--- config.mk ---
export PLATFORM = sky130hd
export DESIGN_NAME = bank_one_sfr_map
export DESIGN_NICKNAME = d
export VERILOG_FILES = /design/src/hw/bank_one_sfr_pkg.sv /design/src/hw/pc_unit.sv /design/src/hw/bank_one_sfr_map.sv
export VERILOG_INCLUDE_DIRS = /design/src /design/src/hw
export SDC_FILE = /design/constraint.sdc
export NUM_CORES = 1
export LEC_CHECK = 0
export BUFFER_PORTS_ARGS = -buffer_cell sky130_fd_sc_hd__buf_2
export CORE_ASPECT_RATIO = 0.9
export CORE_MARGIN = 1
export CORE_UTILIZATION = 30
export CTS_CLUSTER_DIAMETER = 200
export DETAILED_ROUTE_END_ITERATION = 10
export GPL_TIMING_DRIVEN = 0
export PLACE_DENSITY = 0.56
export SYNTH_ARGS = -nofsm -noshare
export SYNTH_HDL_FRONTEND = slang
export SYNTH_HIERARCHICAL = 1
export SYNTH_SLANG_ARGS = --single-unit
--- constraint.sdc ---
create_clock -name clk -period 2.78 [get_ports clk]
set_input_delay 0.556 -clock clk [delete_from_list [all_inputs] [get_ports clk]]
set_output_delay 0.556 -clock clk [all_outputs]
set_load 0.005 [all_outputs]
--- src/hw/bank_one_sfr_regs.svh ---
// register indices, field masks and reset values of the bank one register map
`ifndef BANK_ONE_SFR_REGS_SVH
`define BANK_ONE_SFR_REGS_SVH
`define IDX_INDIRECT      9'h080
`define IDX_OPTION        9'h081
`define IDX_PCL           9'h082
`define IDX_STATUS        9'h083
`define IDX_FSR           9'h084
`define IDX_PORT_A_DIRECTION         9'h085
`define IDX_PORT_B_DIRECTION         9'h086
`define IDX_PROGRAM_COUNTER_HIGH_BUFFER        9'h08A
`define IDX_CORE_INTERRUPT_CONTROL        9'h08B
`define IDX_PERIPHERAL_IRQ_ENABLE_ONE          9'h08C
`define IDX_PERIPHERAL_IRQ_ENABLE_TWO          9'h08D
`define IDX_RESET_CAUSE_FLAGS          9'h08E
`define IDX_OSCILLATOR_SELECT        9'h08F
`define IDX_INTERNAL_OSC_TRIM       9'h090
`define IDX_PR2           9'h092
`define IDX_SERIAL_PORT_SLAVE_ADDRESS        9'h093
`define IDX_SERIAL_PORT_FLAGS       9'h094
`define IDX_CONVERSION_RESULT_LOW        9'h09E
`define IDX_CONVERSION_CONFIG_ONE        9'h09F
`define BANK_ONE          2'h1
`define BANK_LSB          7
`define PIN_FIVE          5
`define IRP_BIT           7
`define MASK_ALL          8'hFF
`define MASK_STATUS_SW    8'hE7
`define MASK_PROGRAM_COUNTER_HIGH_BUFFER       8'h1F
`define MASK_PERIPHERAL_IRQ_ENABLE_ONE         8'h4F
`define MASK_PERIPHERAL_IRQ_ENABLE_TWO         8'h10
`define MASK_RESET_CAUSE_FLAGS         8'h03
`define MASK_OSCILLATOR_SELECT_SW    8'h70
`define BIT_IOFS          2
`define MASK_INTERNAL_OSC_TRIM      8'h3F
`define MASK_SERIAL_PORT_FLAGS_SW   8'hC0
`define MASK_CONVERSION_CONFIG_ONE       8'hCF
`define RST_ONES          8'hFF
`define RST_ZERO          8'h00
`define RST_STATUS_HI     5'h03
`define RST_CORE_INTERRUPT_CONTROL_HI     7'h00
`define RST_PC            13'h0000
`endif

--- src/hw/bank_one_sfr_pkg.sv ---
// shared types of the bank one register map
package bank_one_sfr_pkg;
  typedef logic [7:0] sfr_byte_type;
  typedef logic [8:0] sfr_index_type;
  typedef logic [12:0] pc_word_type;
endpackage

--- src/hw/pc_unit.sv ---
// program counter with upper bits loaded from the high-address buffer
`timescale 1ns/1ps
`include "bank_one_sfr_regs.svh"
module pc_unit
  import bank_one_sfr_pkg::*;
(
  input  wire logic         clk,
  input  wire logic         rst,
  input  wire logic         pcl_write,
  input  wire sfr_byte_type pcl_data,
  input  wire sfr_byte_type program_counter_high_buffer,
  input  wire logic         jump_load,
  input  wire logic [10:0]  jump_target,
  input  wire logic         step,
  output logic [12:0]       program_counter
);
  pc_word_type pc_q;
  pc_word_type pc_d;

  // ********************************
  // counter update
  // ********************************
  always_comb begin
    pc_d = pc_q;
    if (pcl_write) begin
      pc_d = {program_counter_high_buffer[4:0], pcl_data};
    end else if (jump_load) begin
      pc_d = {program_counter_high_buffer[4:3], jump_target};
    end else if (step) begin
      pc_d = pc_q + 13'h0001;
    end
  end

  always_ff @(posedge clk) begin
    if (rst) begin
      pc_q <= `RST_PC;
    end else begin
      pc_q <= pc_d;
    end
  end

  assign program_counter = pc_q;
endmodule

--- src/hw/bank_one_sfr_map.sv ---
// bank one special function register map behind an apb slave
//
// The APB slave port was chosen for this implementation.
`timescale 1ns/1ps
`include "bank_one_sfr_regs.svh"

module bank_one_sfr_map
  import bank_one_sfr_pkg::*;
#(
  parameter int ADDR_WIDTH = 12
) (
  input  wire logic                  clk,
  input  wire logic                  rst,
  input  wire logic                  reset_is_brown_out,
  input  wire logic                  psel,
  input  wire logic                  penable,
  input  wire logic                  pwrite,
  input  wire logic [ADDR_WIDTH-1:0] paddr,
  input  wire logic [31:0]           pwdata,
  output logic      [31:0]           prdata,
  output logic                       pready,
  output logic                       pslverr,
  input  wire sfr_byte_type          indirect_rdata,
  output logic [8:0]                 indirect_address,
  output logic                       indirect_write,
  output sfr_byte_type               indirect_wdata,
  input  wire logic                  alu_flags_we,
  input  wire logic [2:0]            alu_flags,
  input  wire logic                  power_flags_we,
  input  wire logic [1:0]            power_flags,
  input  wire logic                  osc_stable,
  input  wire logic [5:0]            serial_status,
  input  wire logic                  conv_done,
  input  wire sfr_byte_type          conv_result_low,
  input  wire logic                  jump_load,
  input  wire logic [10:0]           jump_target,
  input  wire logic                  pc_step,
  output logic [12:0]                program_counter,
  output logic [7:0]                 port_a_drive_en,
  output logic [7:0]                 port_b_drive_en,
  output sfr_byte_type               timer_prescale_settings,
  output sfr_byte_type               core_flags_bank_select,
  output sfr_byte_type               core_interrupt_control,
  output sfr_byte_type               peripheral_irq_enable_one,
  output sfr_byte_type               peripheral_irq_enable_two,
  output sfr_byte_type               oscillator_select,
  output sfr_byte_type               internal_osc_trim,
  output sfr_byte_type               timer_two_period,
  output sfr_byte_type               serial_port_slave_address,
  output sfr_byte_type               conversion_config_one
);
  sfr_index_type idx;
  logic          wr;
  logic          setup;
  sfr_byte_type  wd;
  sfr_byte_type  rd;
  sfr_byte_type  option_q, option_d, status_q, status_d, fsr_q, fsr_d;
  sfr_byte_type  port_a_direction_q, port_a_direction_d, port_b_direction_q, port_b_direction_d, program_counter_high_buffer_q, program_counter_high_buffer_d;
  sfr_byte_type  core_interrupt_control_q, core_interrupt_control_d, peripheral_irq_enable_one_q, peripheral_irq_enable_one_d, peripheral_irq_enable_two_q, peripheral_irq_enable_two_d;
  sfr_byte_type  reset_cause_flags_q, reset_cause_flags_d, oscillator_select_q, oscillator_select_d, internal_osc_trim_q, internal_osc_trim_d;
  sfr_byte_type  pr2_q, pr2_d, serial_port_slave_address_q, serial_port_slave_address_d, serial_port_flags_q, serial_port_flags_d;
  sfr_byte_type  conversion_result_low_q, conversion_result_low_d, conversion_config_one_q, conversion_config_one_d;
  sfr_byte_type  prdata_q, prdata_d, indw_d;
  logic          indwr_q, indwr_d;
  logic          pcl_write;

  // ********************************
  // address decode
  // ********************************
  assign idx      = paddr[10:2];
  assign setup    = psel && !penable;
  assign wr       = psel && penable && pwrite && pready;
  assign wd       = pwdata[7:0];

  // shared locations match their low seven bits in any bank
  function automatic logic hit(input sfr_index_type a, input sfr_index_type r, input logic shared);
    if (shared) begin
      hit = (a[6:0] == r[6:0]);
    end else begin
      hit = (a[8:`BANK_LSB] == `BANK_ONE) && (a[6:0] == r[6:0]);
    end
  endfunction

  assign pcl_write = wr && hit(idx, `IDX_PCL, 1'b1);
  // ********************************
  // register next values
  // ********************************
  always_comb begin
    option_d  = option_q;
    status_d  = status_q;
    fsr_d     = fsr_q;
    port_a_direction_d   = port_a_direction_q;
    port_b_direction_d   = port_b_direction_q;
    program_counter_high_buffer_d  = program_counter_high_buffer_q;
    core_interrupt_control_d  = core_interrupt_control_q;
    peripheral_irq_enable_one_d    = peripheral_irq_enable_one_q;
    peripheral_irq_enable_two_d    = peripheral_irq_enable_two_q;
    reset_cause_flags_d    = reset_cause_flags_q;
    oscillator_select_d  = oscillator_select_q;
    internal_osc_trim_d = internal_osc_trim_q;
    pr2_d     = pr2_q;
    serial_port_slave_address_d  = serial_port_slave_address_q;
    serial_port_flags_d = {serial_port_flags_q[7:6], serial_status};
    conversion_result_low_d  = conversion_result_low_q;
    conversion_config_one_d  = conversion_config_one_q;
    indwr_d   = 1'b0;
    indw_d    = indirect_wdata;
    oscillator_select_d[`BIT_IOFS] = osc_stable;
    if (alu_flags_we) begin
      status_d[2:0] = alu_flags;
    end
    if (power_flags_we) begin
      status_d[4:3] = power_flags;
    end
    if (conv_done) begin
      conversion_result_low_d = conv_result_low;
    end
    if (wr) begin
      if (hit(idx, `IDX_INDIRECT, 1'b1)) begin
        indwr_d = 1'b1;
        indw_d  = wd;
      end else if (hit(idx, `IDX_STATUS, 1'b1)) begin
        status_d = (status_d & ~`MASK_STATUS_SW) | (wd & `MASK_STATUS_SW);
      end else if (hit(idx, `IDX_FSR, 1'b1)) begin
        fsr_d = wd;
      end else if (hit(idx, `IDX_PROGRAM_COUNTER_HIGH_BUFFER, 1'b1)) begin
        program_counter_high_buffer_d = wd & `MASK_PROGRAM_COUNTER_HIGH_BUFFER;
      end else if (hit(idx, `IDX_CORE_INTERRUPT_CONTROL, 1'b1)) begin
        core_interrupt_control_d = wd;
      end else if (hit(idx, `IDX_OPTION, 1'b0)) begin
        option_d = wd;
      end else if (hit(idx, `IDX_PORT_A_DIRECTION, 1'b0)) begin
        port_a_direction_d = wd;
      end else if (hit(idx, `IDX_PORT_B_DIRECTION, 1'b0)) begin
        port_b_direction_d = wd;
      end else if (hit(idx, `IDX_PERIPHERAL_IRQ_ENABLE_ONE, 1'b0)) begin
        peripheral_irq_enable_one_d = wd & `MASK_PERIPHERAL_IRQ_ENABLE_ONE;
      end else if (hit(idx, `IDX_PERIPHERAL_IRQ_ENABLE_TWO, 1'b0)) begin
        peripheral_irq_enable_two_d = wd & `MASK_PERIPHERAL_IRQ_ENABLE_TWO;
      end else if (hit(idx, `IDX_RESET_CAUSE_FLAGS, 1'b0)) begin
        reset_cause_flags_d = wd & `MASK_RESET_CAUSE_FLAGS;
      end else if (hit(idx, `IDX_OSCILLATOR_SELECT, 1'b0)) begin
        oscillator_select_d = (oscillator_select_d & ~`MASK_OSCILLATOR_SELECT_SW) | (wd & `MASK_OSCILLATOR_SELECT_SW);
      end else if (hit(idx, `IDX_INTERNAL_OSC_TRIM, 1'b0)) begin
        internal_osc_trim_d = wd & `MASK_INTERNAL_OSC_TRIM;
      end else if (hit(idx, `IDX_PR2, 1'b0)) begin
        pr2_d = wd;
      end else if (hit(idx, `IDX_SERIAL_PORT_SLAVE_ADDRESS, 1'b0)) begin
        serial_port_slave_address_d = wd;
      end else if (hit(idx, `IDX_SERIAL_PORT_FLAGS, 1'b0)) begin
        serial_port_flags_d = (serial_port_flags_d & ~`MASK_SERIAL_PORT_FLAGS_SW) | (wd & `MASK_SERIAL_PORT_FLAGS_SW);
      end else if (hit(idx, `IDX_CONVERSION_RESULT_LOW, 1'b0)) begin
        conversion_result_low_d = wd;
      end else if (hit(idx, `IDX_CONVERSION_CONFIG_ONE, 1'b0)) begin
        conversion_config_one_d = wd & `MASK_CONVERSION_CONFIG_ONE;
      end
    end
    port_a_direction_d[`PIN_FIVE] = 1'b1;
  end

  // ********************************
  // read data, captured in the setup cycle
  // ********************************
  always_comb begin
    rd = `RST_ZERO;
    if (hit(idx, `IDX_INDIRECT, 1'b1)) begin
      rd = indirect_rdata;
    end else if (hit(idx, `IDX_PCL, 1'b1)) begin
      rd = program_counter[7:0];
    end else if (hit(idx, `IDX_STATUS, 1'b1)) begin
      rd = status_q;
    end else if (hit(idx, `IDX_FSR, 1'b1)) begin
      rd = fsr_q;
    end else if (hit(idx, `IDX_PROGRAM_COUNTER_HIGH_BUFFER, 1'b1)) begin
      rd = program_counter_high_buffer_q;
    end else if (hit(idx, `IDX_CORE_INTERRUPT_CONTROL, 1'b1)) begin
      rd = core_interrupt_control_q;
    end else if (idx == `IDX_OPTION) begin
      rd = option_q;
    end else if (idx == `IDX_PORT_A_DIRECTION) begin
      rd = port_a_direction_q;
    end else if (idx == `IDX_PORT_B_DIRECTION) begin
      rd = port_b_direction_q;
    end else if (idx == `IDX_PERIPHERAL_IRQ_ENABLE_ONE) begin
      rd = peripheral_irq_enable_one_q;
    end else if (idx == `IDX_PERIPHERAL_IRQ_ENABLE_TWO) begin
      rd = peripheral_irq_enable_two_q;
    end else if (idx == `IDX_RESET_CAUSE_FLAGS) begin
      rd = reset_cause_flags_q;
    end else if (idx == `IDX_OSCILLATOR_SELECT) begin
      rd = oscillator_select_q;
    end else if (idx == `IDX_INTERNAL_OSC_TRIM) begin
      rd = internal_osc_trim_q;
    end else if (idx == `IDX_PR2) begin
      rd = pr2_q;
    end else if (idx == `IDX_SERIAL_PORT_SLAVE_ADDRESS) begin
      rd = serial_port_slave_address_q;
    end else if (idx == `IDX_SERIAL_PORT_FLAGS) begin
      rd = serial_port_flags_q;
    end else if (idx == `IDX_CONVERSION_RESULT_LOW) begin
      rd = conversion_result_low_q;
    end else if (idx == `IDX_CONVERSION_CONFIG_ONE) begin
      rd = conversion_config_one_q;
    end
    prdata_d = prdata_q;
    if (setup && !pwrite) begin
      prdata_d = rd;
    end
  end

  // ********************************
  // registers
  // ********************************
  always_ff @(posedge clk) begin
    if (rst) begin
      option_q           <= `RST_ONES;
      port_a_direction_q            <= `RST_ONES;
      port_b_direction_q            <= `RST_ONES;
      pr2_q              <= `RST_ONES;
      status_q[7:3]      <= `RST_STATUS_HI;
      status_q[2:0]      <= status_d[2:0];
      core_interrupt_control_q[7:1]      <= `RST_CORE_INTERRUPT_CONTROL_HI;
      core_interrupt_control_q[0]        <= core_interrupt_control_d[0];
      fsr_q              <= fsr_d;
      conversion_result_low_q           <= conversion_result_low_d;
      program_counter_high_buffer_q           <= `RST_ZERO;
      peripheral_irq_enable_one_q             <= `RST_ZERO;
      peripheral_irq_enable_two_q             <= `RST_ZERO;
      reset_cause_flags_q             <= {6'h00, reset_is_brown_out, !reset_is_brown_out};
      oscillator_select_q           <= `RST_ZERO;
      internal_osc_trim_q          <= `RST_ZERO;
      serial_port_slave_address_q           <= `RST_ZERO;
      serial_port_flags_q          <= `RST_ZERO;
      conversion_config_one_q           <= `RST_ZERO;
      prdata_q           <= `RST_ZERO;
      indwr_q            <= 1'b0;
      indirect_wdata     <= `RST_ZERO;
    end else begin
      option_q           <= option_d;
      port_a_direction_q            <= port_a_direction_d;
      port_b_direction_q            <= port_b_direction_d;
      pr2_q              <= pr2_d;
      status_q           <= status_d;
      core_interrupt_control_q           <= core_interrupt_control_d;
      fsr_q              <= fsr_d;
      conversion_result_low_q           <= conversion_result_low_d;
      program_counter_high_buffer_q           <= program_counter_high_buffer_d;
      peripheral_irq_enable_one_q             <= peripheral_irq_enable_one_d;
      peripheral_irq_enable_two_q             <= peripheral_irq_enable_two_d;
      reset_cause_flags_q             <= reset_cause_flags_d;
      oscillator_select_q           <= oscillator_select_d;
      internal_osc_trim_q          <= internal_osc_trim_d;
      serial_port_slave_address_q           <= serial_port_slave_address_d;
      serial_port_flags_q          <= serial_port_flags_d;
      conversion_config_one_q           <= conversion_config_one_d;
      prdata_q           <= prdata_d;
      indwr_q            <= indwr_d;
      indirect_wdata     <= indw_d;
    end
  end
  pc_unit u_pc (
    .clk             (clk),
    .rst             (rst),
    .pcl_write       (pcl_write),
    .pcl_data        (wd),
    .program_counter_high_buffer          (program_counter_high_buffer_q),
    .jump_load       (jump_load),
    .jump_target     (jump_target),
    .step            (pc_step),
    .program_counter (program_counter)
  );

  // ********************************
  // outputs
  // ********************************
  assign pready           = 1'b1;
  assign pslverr          = 1'b0;
  assign prdata           = {24'h000000, prdata_q};
  assign indirect_write   = indwr_q;
  assign indirect_address = {status_q[`IRP_BIT], fsr_q};
  assign port_a_drive_en  = ~port_a_direction_q & ~(8'h01 << `PIN_FIVE);
  assign port_b_drive_en  = ~port_b_direction_q;
  assign timer_prescale_settings   = option_q;
  assign core_flags_bank_select    = status_q;
  assign core_interrupt_control    = core_interrupt_control_q;
  assign peripheral_irq_enable_one = peripheral_irq_enable_one_q;
  assign peripheral_irq_enable_two = peripheral_irq_enable_two_q;
  assign oscillator_select         = oscillator_select_q;
  assign internal_osc_trim         = internal_osc_trim_q;
  assign timer_two_period          = pr2_q;
  assign serial_port_slave_address = serial_port_slave_address_q;
  assign conversion_config_one     = conversion_config_one_q;
endmodule

==> run metrics, run 1 <==
Worst path max stage delay=around 0.6 ns; r2r worst-path depth=6; via count=8231; CTS sink count=138; top-count cell post-synth=dfxtp_1; TritonCTS buffer count=17; Setup WS pre-CTS=-0.7286 ns; reg2reg start=timer_two_period[6]$_SDFFE_PP1P_; dominant synthesized flop cell=dfxtp_1; largest cells by area after synthesis=dfxtp_1 33%, mux2i_1 9.9%, buf_4 5.3%; CP endpoint kind=flop; overall power=5.118 mW; Post CTS Setup Buffer Count=0; Synth Warn #=6; Final Setup Violations=0; Final Slew Violations=0; total grt overflow=0; I/O pins=255; worst min-delay path class=input port to flop; Inst Count DP=1496; Worst Path Arrival=3.01 ns; slowest CP cell=a21oi_2; multi-input logic area=4249 um2; fin crit share=just under 100%; WL/cell=between 20 and 25 um; cell taking the most area after synthesis=dfxtp_1; Pre-antenna DRT Iters=6; dpl hpwl=about 27000 um; Fmax=365.4 MHz; PnR worst setup slack=about 0.043 ns; NumNets Final=1268; Synth Register Bits=138; sequential fraction of the synthesis area=a little under two fifths; via/cell ratio=roughly 5.4; status=completed; CP Cell Sequence=buf_2 > nand2b_1 > o21ai_0 > a21oi_2 > nand4_1 > buf_2 > nand2_1 > o211ai_1; CORE AREA=25320 um2; synthesized area per cell=around 8.3 um2; Synth top cells by count=127 x dfxtp_1, 103 x nor2_1, 77 x mux2i_1; num rows=between 50 and 60; first-pass GRT wire length=50390 um; final hold violations=0; CP required=3.05 ns; input/output buffers=around 180; post-placement cell area=approximately 9000 um2; register area=2873 um2; Reg2Reg Setup Slack=0.67 ns; top-area cell type share of the netlist area=between 30% and 40%; vias in the first global route=7385; fraction of registers with async set/reset=0%; Clock Skews=0.01040 ns; clock latency at the later pin of the worst-skew pair=0.44 ns; Post-DRT Antenna Nets=0; worst reg2reg path endpoint=prdata_q[6]$_SDFFE_PP0P_; largest net degree at the start of global routing=17; Die Footprint=roughly 27000 um2; Post-CTS Hold Fix Bufs=0; Power Density=518.2 nW/um2; Hold Path Depth=2; kind of critical path=input port to flop; Hold Path Sink=serial_port_flags_q[2]$_SDFF_PP0_; number of H-tree levels=4; Critical Path Source Type=input port; GRT Total Usage=26.46%; total negative slack=0 ns; Die Ht=about 150 um; most used cell, CP=buf_2; Starting Density=between 30% and 40%; relative slew slack=28.01%; leakage=4.322 nW; number of synthesized flops with an enable pin=11; Final Core Density=39.00%; WL final=35410 um; maxcap violations=0; Die X-Extent=171.7 um; # fillers=2678; Area Overhead vs Synth=27.04%; cell area after synthesis=7775 um2; Yosys cell types=a little over 80; Clock Path Buffers=2; measured slew at the worst slew-check pin=~1.1 ns; Cells after Synth=933; share of layout cells above drive strength 1=27.32%; critical-path maximum fanout=10; hold path start=serial_status[2]; DRC violations left=0; Placer Congestion=0.9877; WHS=roughly 0.32 ns; initial antenna violation count=1; cell area after layout=9877 um2; VDD IR max=333.7 uV; post-route minimum period=roughly 2.7 ns; drt first-iter violations=1000; CTS tree=done; clk slew on worst S/H paths=0.07 ns; clock tree root buffer cell=clkbuf_16; Non-Filler Instances=between 1500 and 2000
-- worst max path at each step --
stage                     startpoint                                   end  slack, ns  cells after the start
after global placement      paddr[5]                    fsr_q[4]$_DFFE_PP_      -0.71                      5
after global routing        paddr[4]      timer_two_period[5]$_SDFFE_PP1P_     -0.002                      8
after CTS                   paddr[8]  u_pc/program_counter[8]$_SDFFE_PP0P_      0.006                     10
after floorplan             paddr[8]                    fsr_q[0]$_DFFE_PP_       0.33                      5
final                       paddr[4]      timer_two_period[5]$_SDFFE_PP1P_       0.04                      8
after detailed placement    paddr[5]                    fsr_q[4]$_DFFE_PP_      -0.73                      5
-- placed cells by master (no fill, tap or decap), types with 11 or more instances in the layout --
cell type    n
nor2b_1     15
a21oi_1     71
nand2_1     70
nor2_1     102
o211ai_1    29
dfxtp_1    127
nand2b_1    12
buf_2      202
buf_4       55
conb_1      45
nand3_1     25
o21ai_0     39
clkbuf_1    30
nor3_1      19
edfxtp_1    11
inv_1       35
clkbuf_16   17
mux2i_1     77
-- power by group --
| part | internal, mW | total [mW] | switching, mW |
|---|---|---|---|
| sequential | 2.05 | 2.10 | 0.0547 |
| combinational | 0.226 | 0.625 | 0.399 |
| clock | 1.42 | 2.39 | 0.973 |
-- layer usage --
metal | track usage [%] | share of wire, % | up-vias
li1 | - | - | 3735
met1 | 39.23 | 47 | 3994
met2 | 39.10 | 43 | 454
met3 | 3.889 | 8.1 | 48
met4 | 7.696 | 1.9 | 0
met5 | 0 | 0 | -
-- state kept, by name, summed over array words and instances (netlist names), 7 cells and up --
name and count:
u_pc/program_counter 13, core_flags_bank_select 8, serial_port_slave_address 8, indirect_wdata 8, prdata_q 8, port_b_direction_q 8
conversion_result_low_q 8, serial_port_flags_q 8, timer_prescale_settings 8, fsr_q 8, port_a_direction_q 7, core_interrupt_control 8
timer_two_period 8
-- worst max-delay path, delay by kind of cell --
kind	cells	cell delay, ns
AOI/OAI and AO/OA	3	0.90
buffers and inverters	2	0.58
and+or+nand+nor	3	0.96
-- repair_timing --
item                       CTS  global route
setup endpoints to repair    9             8
gates resized for setup      2             4
hold endpoints to repair     0             0
-- area by class of cell --
type                            instances  area share [%]
Multi-Input combinational cell        687           43.02
Sequential cell                       138           29.09
Timing Repair Buffer                  178           9.020
Buffer                                115           7.081
Clock buffer                           19           4.383
Tap cell                              342           4.332
Clock inverter                         13           1.685
Inverter                               36           1.368
Antenna cell                            1         0.02534
-- kinds of logic after synthesis --
kind of cell | after synthesis | synth area share [%]
AOI/OAI and AO/OA | 232 | 19.76
xor gates and xnor gates | 7 | 0.7886
adders and majority gates | 1 | 0.1609
buffers and inverters | 151 | 10.73
DFF | 138 | 36.95
muxes | 81 | 10.49
other | 2 | 0.09659
and+or+nand+nor | 321 | 21.02
No activity file was read; power rests on OpenSTA's default activity.
==> run 2, diff against run 1 <==
--- a/config.mk
+++ b/config.mk
@@ -6,14 +6,14 @@
 export SDC_FILE = /design/constraint.sdc
 export NUM_CORES = 1
 export LEC_CHECK = 0
-export BUFFER_PORTS_ARGS = -buffer_cell sky130_fd_sc_hd__buf_2
 export CORE_ASPECT_RATIO = 0.9
 export CORE_MARGIN = 1
-export CORE_UTILIZATION = 30
+export CORE_UTILIZATION = 50
 export CTS_CLUSTER_DIAMETER = 200
 export DETAILED_ROUTE_END_ITERATION = 10
+export DONT_BUFFER_PORTS = 1
 export GPL_TIMING_DRIVEN = 0
-export PLACE_DENSITY = 0.56
+export PLACE_DENSITY = 0.62
 export SYNTH_ARGS = -nofsm -noshare
 export SYNTH_HDL_FRONTEND = slang
 export SYNTH_HIERARCHICAL = 1
==> run metrics, run 2 (synthesis gave the netlist of run 1 again) <==
status=completed; via count=7586; Placer Congestion=0.9878; r2r worst-path depth=6; NumNets Final=1090; largest net degree at the start of global routing=17; CP endpoint kind=flop; WL final=slightly above 30000 um; multi-input logic area=4237 um2; Pre-antenna DRT Iters=6; number of H-tree levels=4; # resized after CTS=0; reg2reg start=timer_two_period[6]$_SDFFE_PP1P_; Clock Skews=roughly 0.0087 ns; clk slew on worst S/H paths=0.06 ns; measured slew at the worst slew-check pin=1.074 ns; diodes inserted=0; kind of critical path=input port to flop; Die Footprint=16050 um2; Reg2Reg Setup Slack=0.70 ns; initial antenna violation count=1; Hold Path Depth=1; Post CTS Setup Buffer Count=0; Critical Path Source Type=input port; input/output buffers=0; vias in the first global route=a little over 7000; DRC violations left=0; maxcap violations=0; clock tree root buffer cell=clkbuf_16; via/cell ratio=6.290; leakage=3.520 nW; Post-CTS Hold Fix Bufs=0; CTS sink count=138; Final Setup Violations=0; commonest non-fill, non-tap cell in the layout=dfxtp_1; total grt overflow=0; worst min-delay path class=input port to flop; worst reg2reg path endpoint=prdata_q[6]$_SDFFE_PP0P_; Starting Density=between 50% and 60%; total negative slack=0 ns; Inst Count DP=roughly 1200; first-pass GRT wire length=45330 um; Die X-Extent=133.4 um; post-route minimum period=2.652 ns; num rows=42; most frequent cells in the layout=127 x dfxtp_1, 102 x nor2_1, 77 x mux2i_1; GRT Total Usage=38.61%; fin crit share=95.38%; Fmax=approximately 380 MHz; VDD IR max=582.0 uV; Final Slew Violations=0; Post-DRT Antenna Nets=0; CORE AREA=about 15000 um2; relative slew slack=28.42%; I/O pins=255; critical-path maximum fanout=10; Hold Path Sink=u_pc/program_counter[6]$_SDFFE_PP0P_; unrepaired setup endpoints after global routing=no; CTS tree=done; Clock Path Buffers=2; WL/cell=25.55 um; final hold violations=0; share of layout cells above drive strength 1=14.48%; CP required=3.08 ns; TritonCTS buffer count=17; Non-Filler Instances=about 1200; hold path start=rst; clock latency at the later pin of the worst-skew pair=between 0.4 and 0.5 ns; dpl hpwl=around 23000 um; drt first-iter violations=1110; Area Overhead vs Synth=12.79%; register area=2873 um2; Die Ht=about 120 um; Worst Path Arrival=2.95 ns; Largest register FFs=13; # fillers=1402; Power Density=555.8 nW/um2
-- run 2: report_power, final --
part	internal [mW]	switching (mW)	leakage, nW
Combinational	0.181	0.339	2.10
Clock	1.27	0.987	0.286
Sequential	2.05	0.0544	1.13
Total	3.49	1.38	3.52
-- run 2: worst max path at each step --
stage | start | to | slack [ns]
floorplan | paddr[8] | fsr_q[0]$_DFFE_PP_ | 0.33
global placement | paddr[4] | u_pc/program_counter[8]$_SDFFE_PP0P_ | -0.31
detailed placement | paddr[5] | fsr_q[7]$_DFFE_PP_ | -0.35
CTS | paddr[5] | fsr_q[4]$_DFFE_PP_ | 0.05
global route | paddr[8] | u_pc/program_counter[8]$_SDFFE_PP0P_ | 0.10
finish | paddr[8] | u_pc/program_counter[8]$_SDFFE_PP0P_ | 0.13
-- run 2: area by class of cell --
cell class / count / area share (%)
sequential: 138 / 32.76
clock inverter: 15 / 1.741
tap: 198 / 2.825
buffer: 115 / 7.975
inverter: 36 / 1.541
multi-input combinational: 687 / 48.31
clock buffer: 17 / 4.851
-- run 2: metal layers --
layer  part of all wire, %  up-vias  global-route usage, %
met4                   3.2        0                  12.86
li1                      -     3393                      -
met5                     0        -                      0
met2                    42      546                  56.61
met3                    13       67                  14.63
met1                    42     3580                  51.79
-- run 2: through the flow --
step | setup WS, ns | hold WS (ns) | utilization, % | power, mW | instance area (um2)
after floorplan | 0.3328 | 0.4583 | - | 2.477 | 7936
after global placement | -0.3126 | 0.4765 | 54.84 | 2.642 | 8184
after detailed placement | -0.3492 | 0.4935 | 54.84 | 2.640 | 8184
after CTS | 0.05411 | 0.1882 | 58.71 | 4.859 | 8762
after global routing | 0.1018 | 0.1847 | 58.76 | 5.010 | 8770
final | 0.1283 | 0.1891 | 58.76 | 4.874 | 8770
-- run 2: critical path: stages --
cell and delay [ns]:
nor3_1 0.42, nand2_1 0.38, nor3_1 0.45, buf_2 0.29, clkbuf_1 0.39, nand3b_1 0.17
o211ai_1 0.08, a21oi_1 0.15, nor3_1 0.06
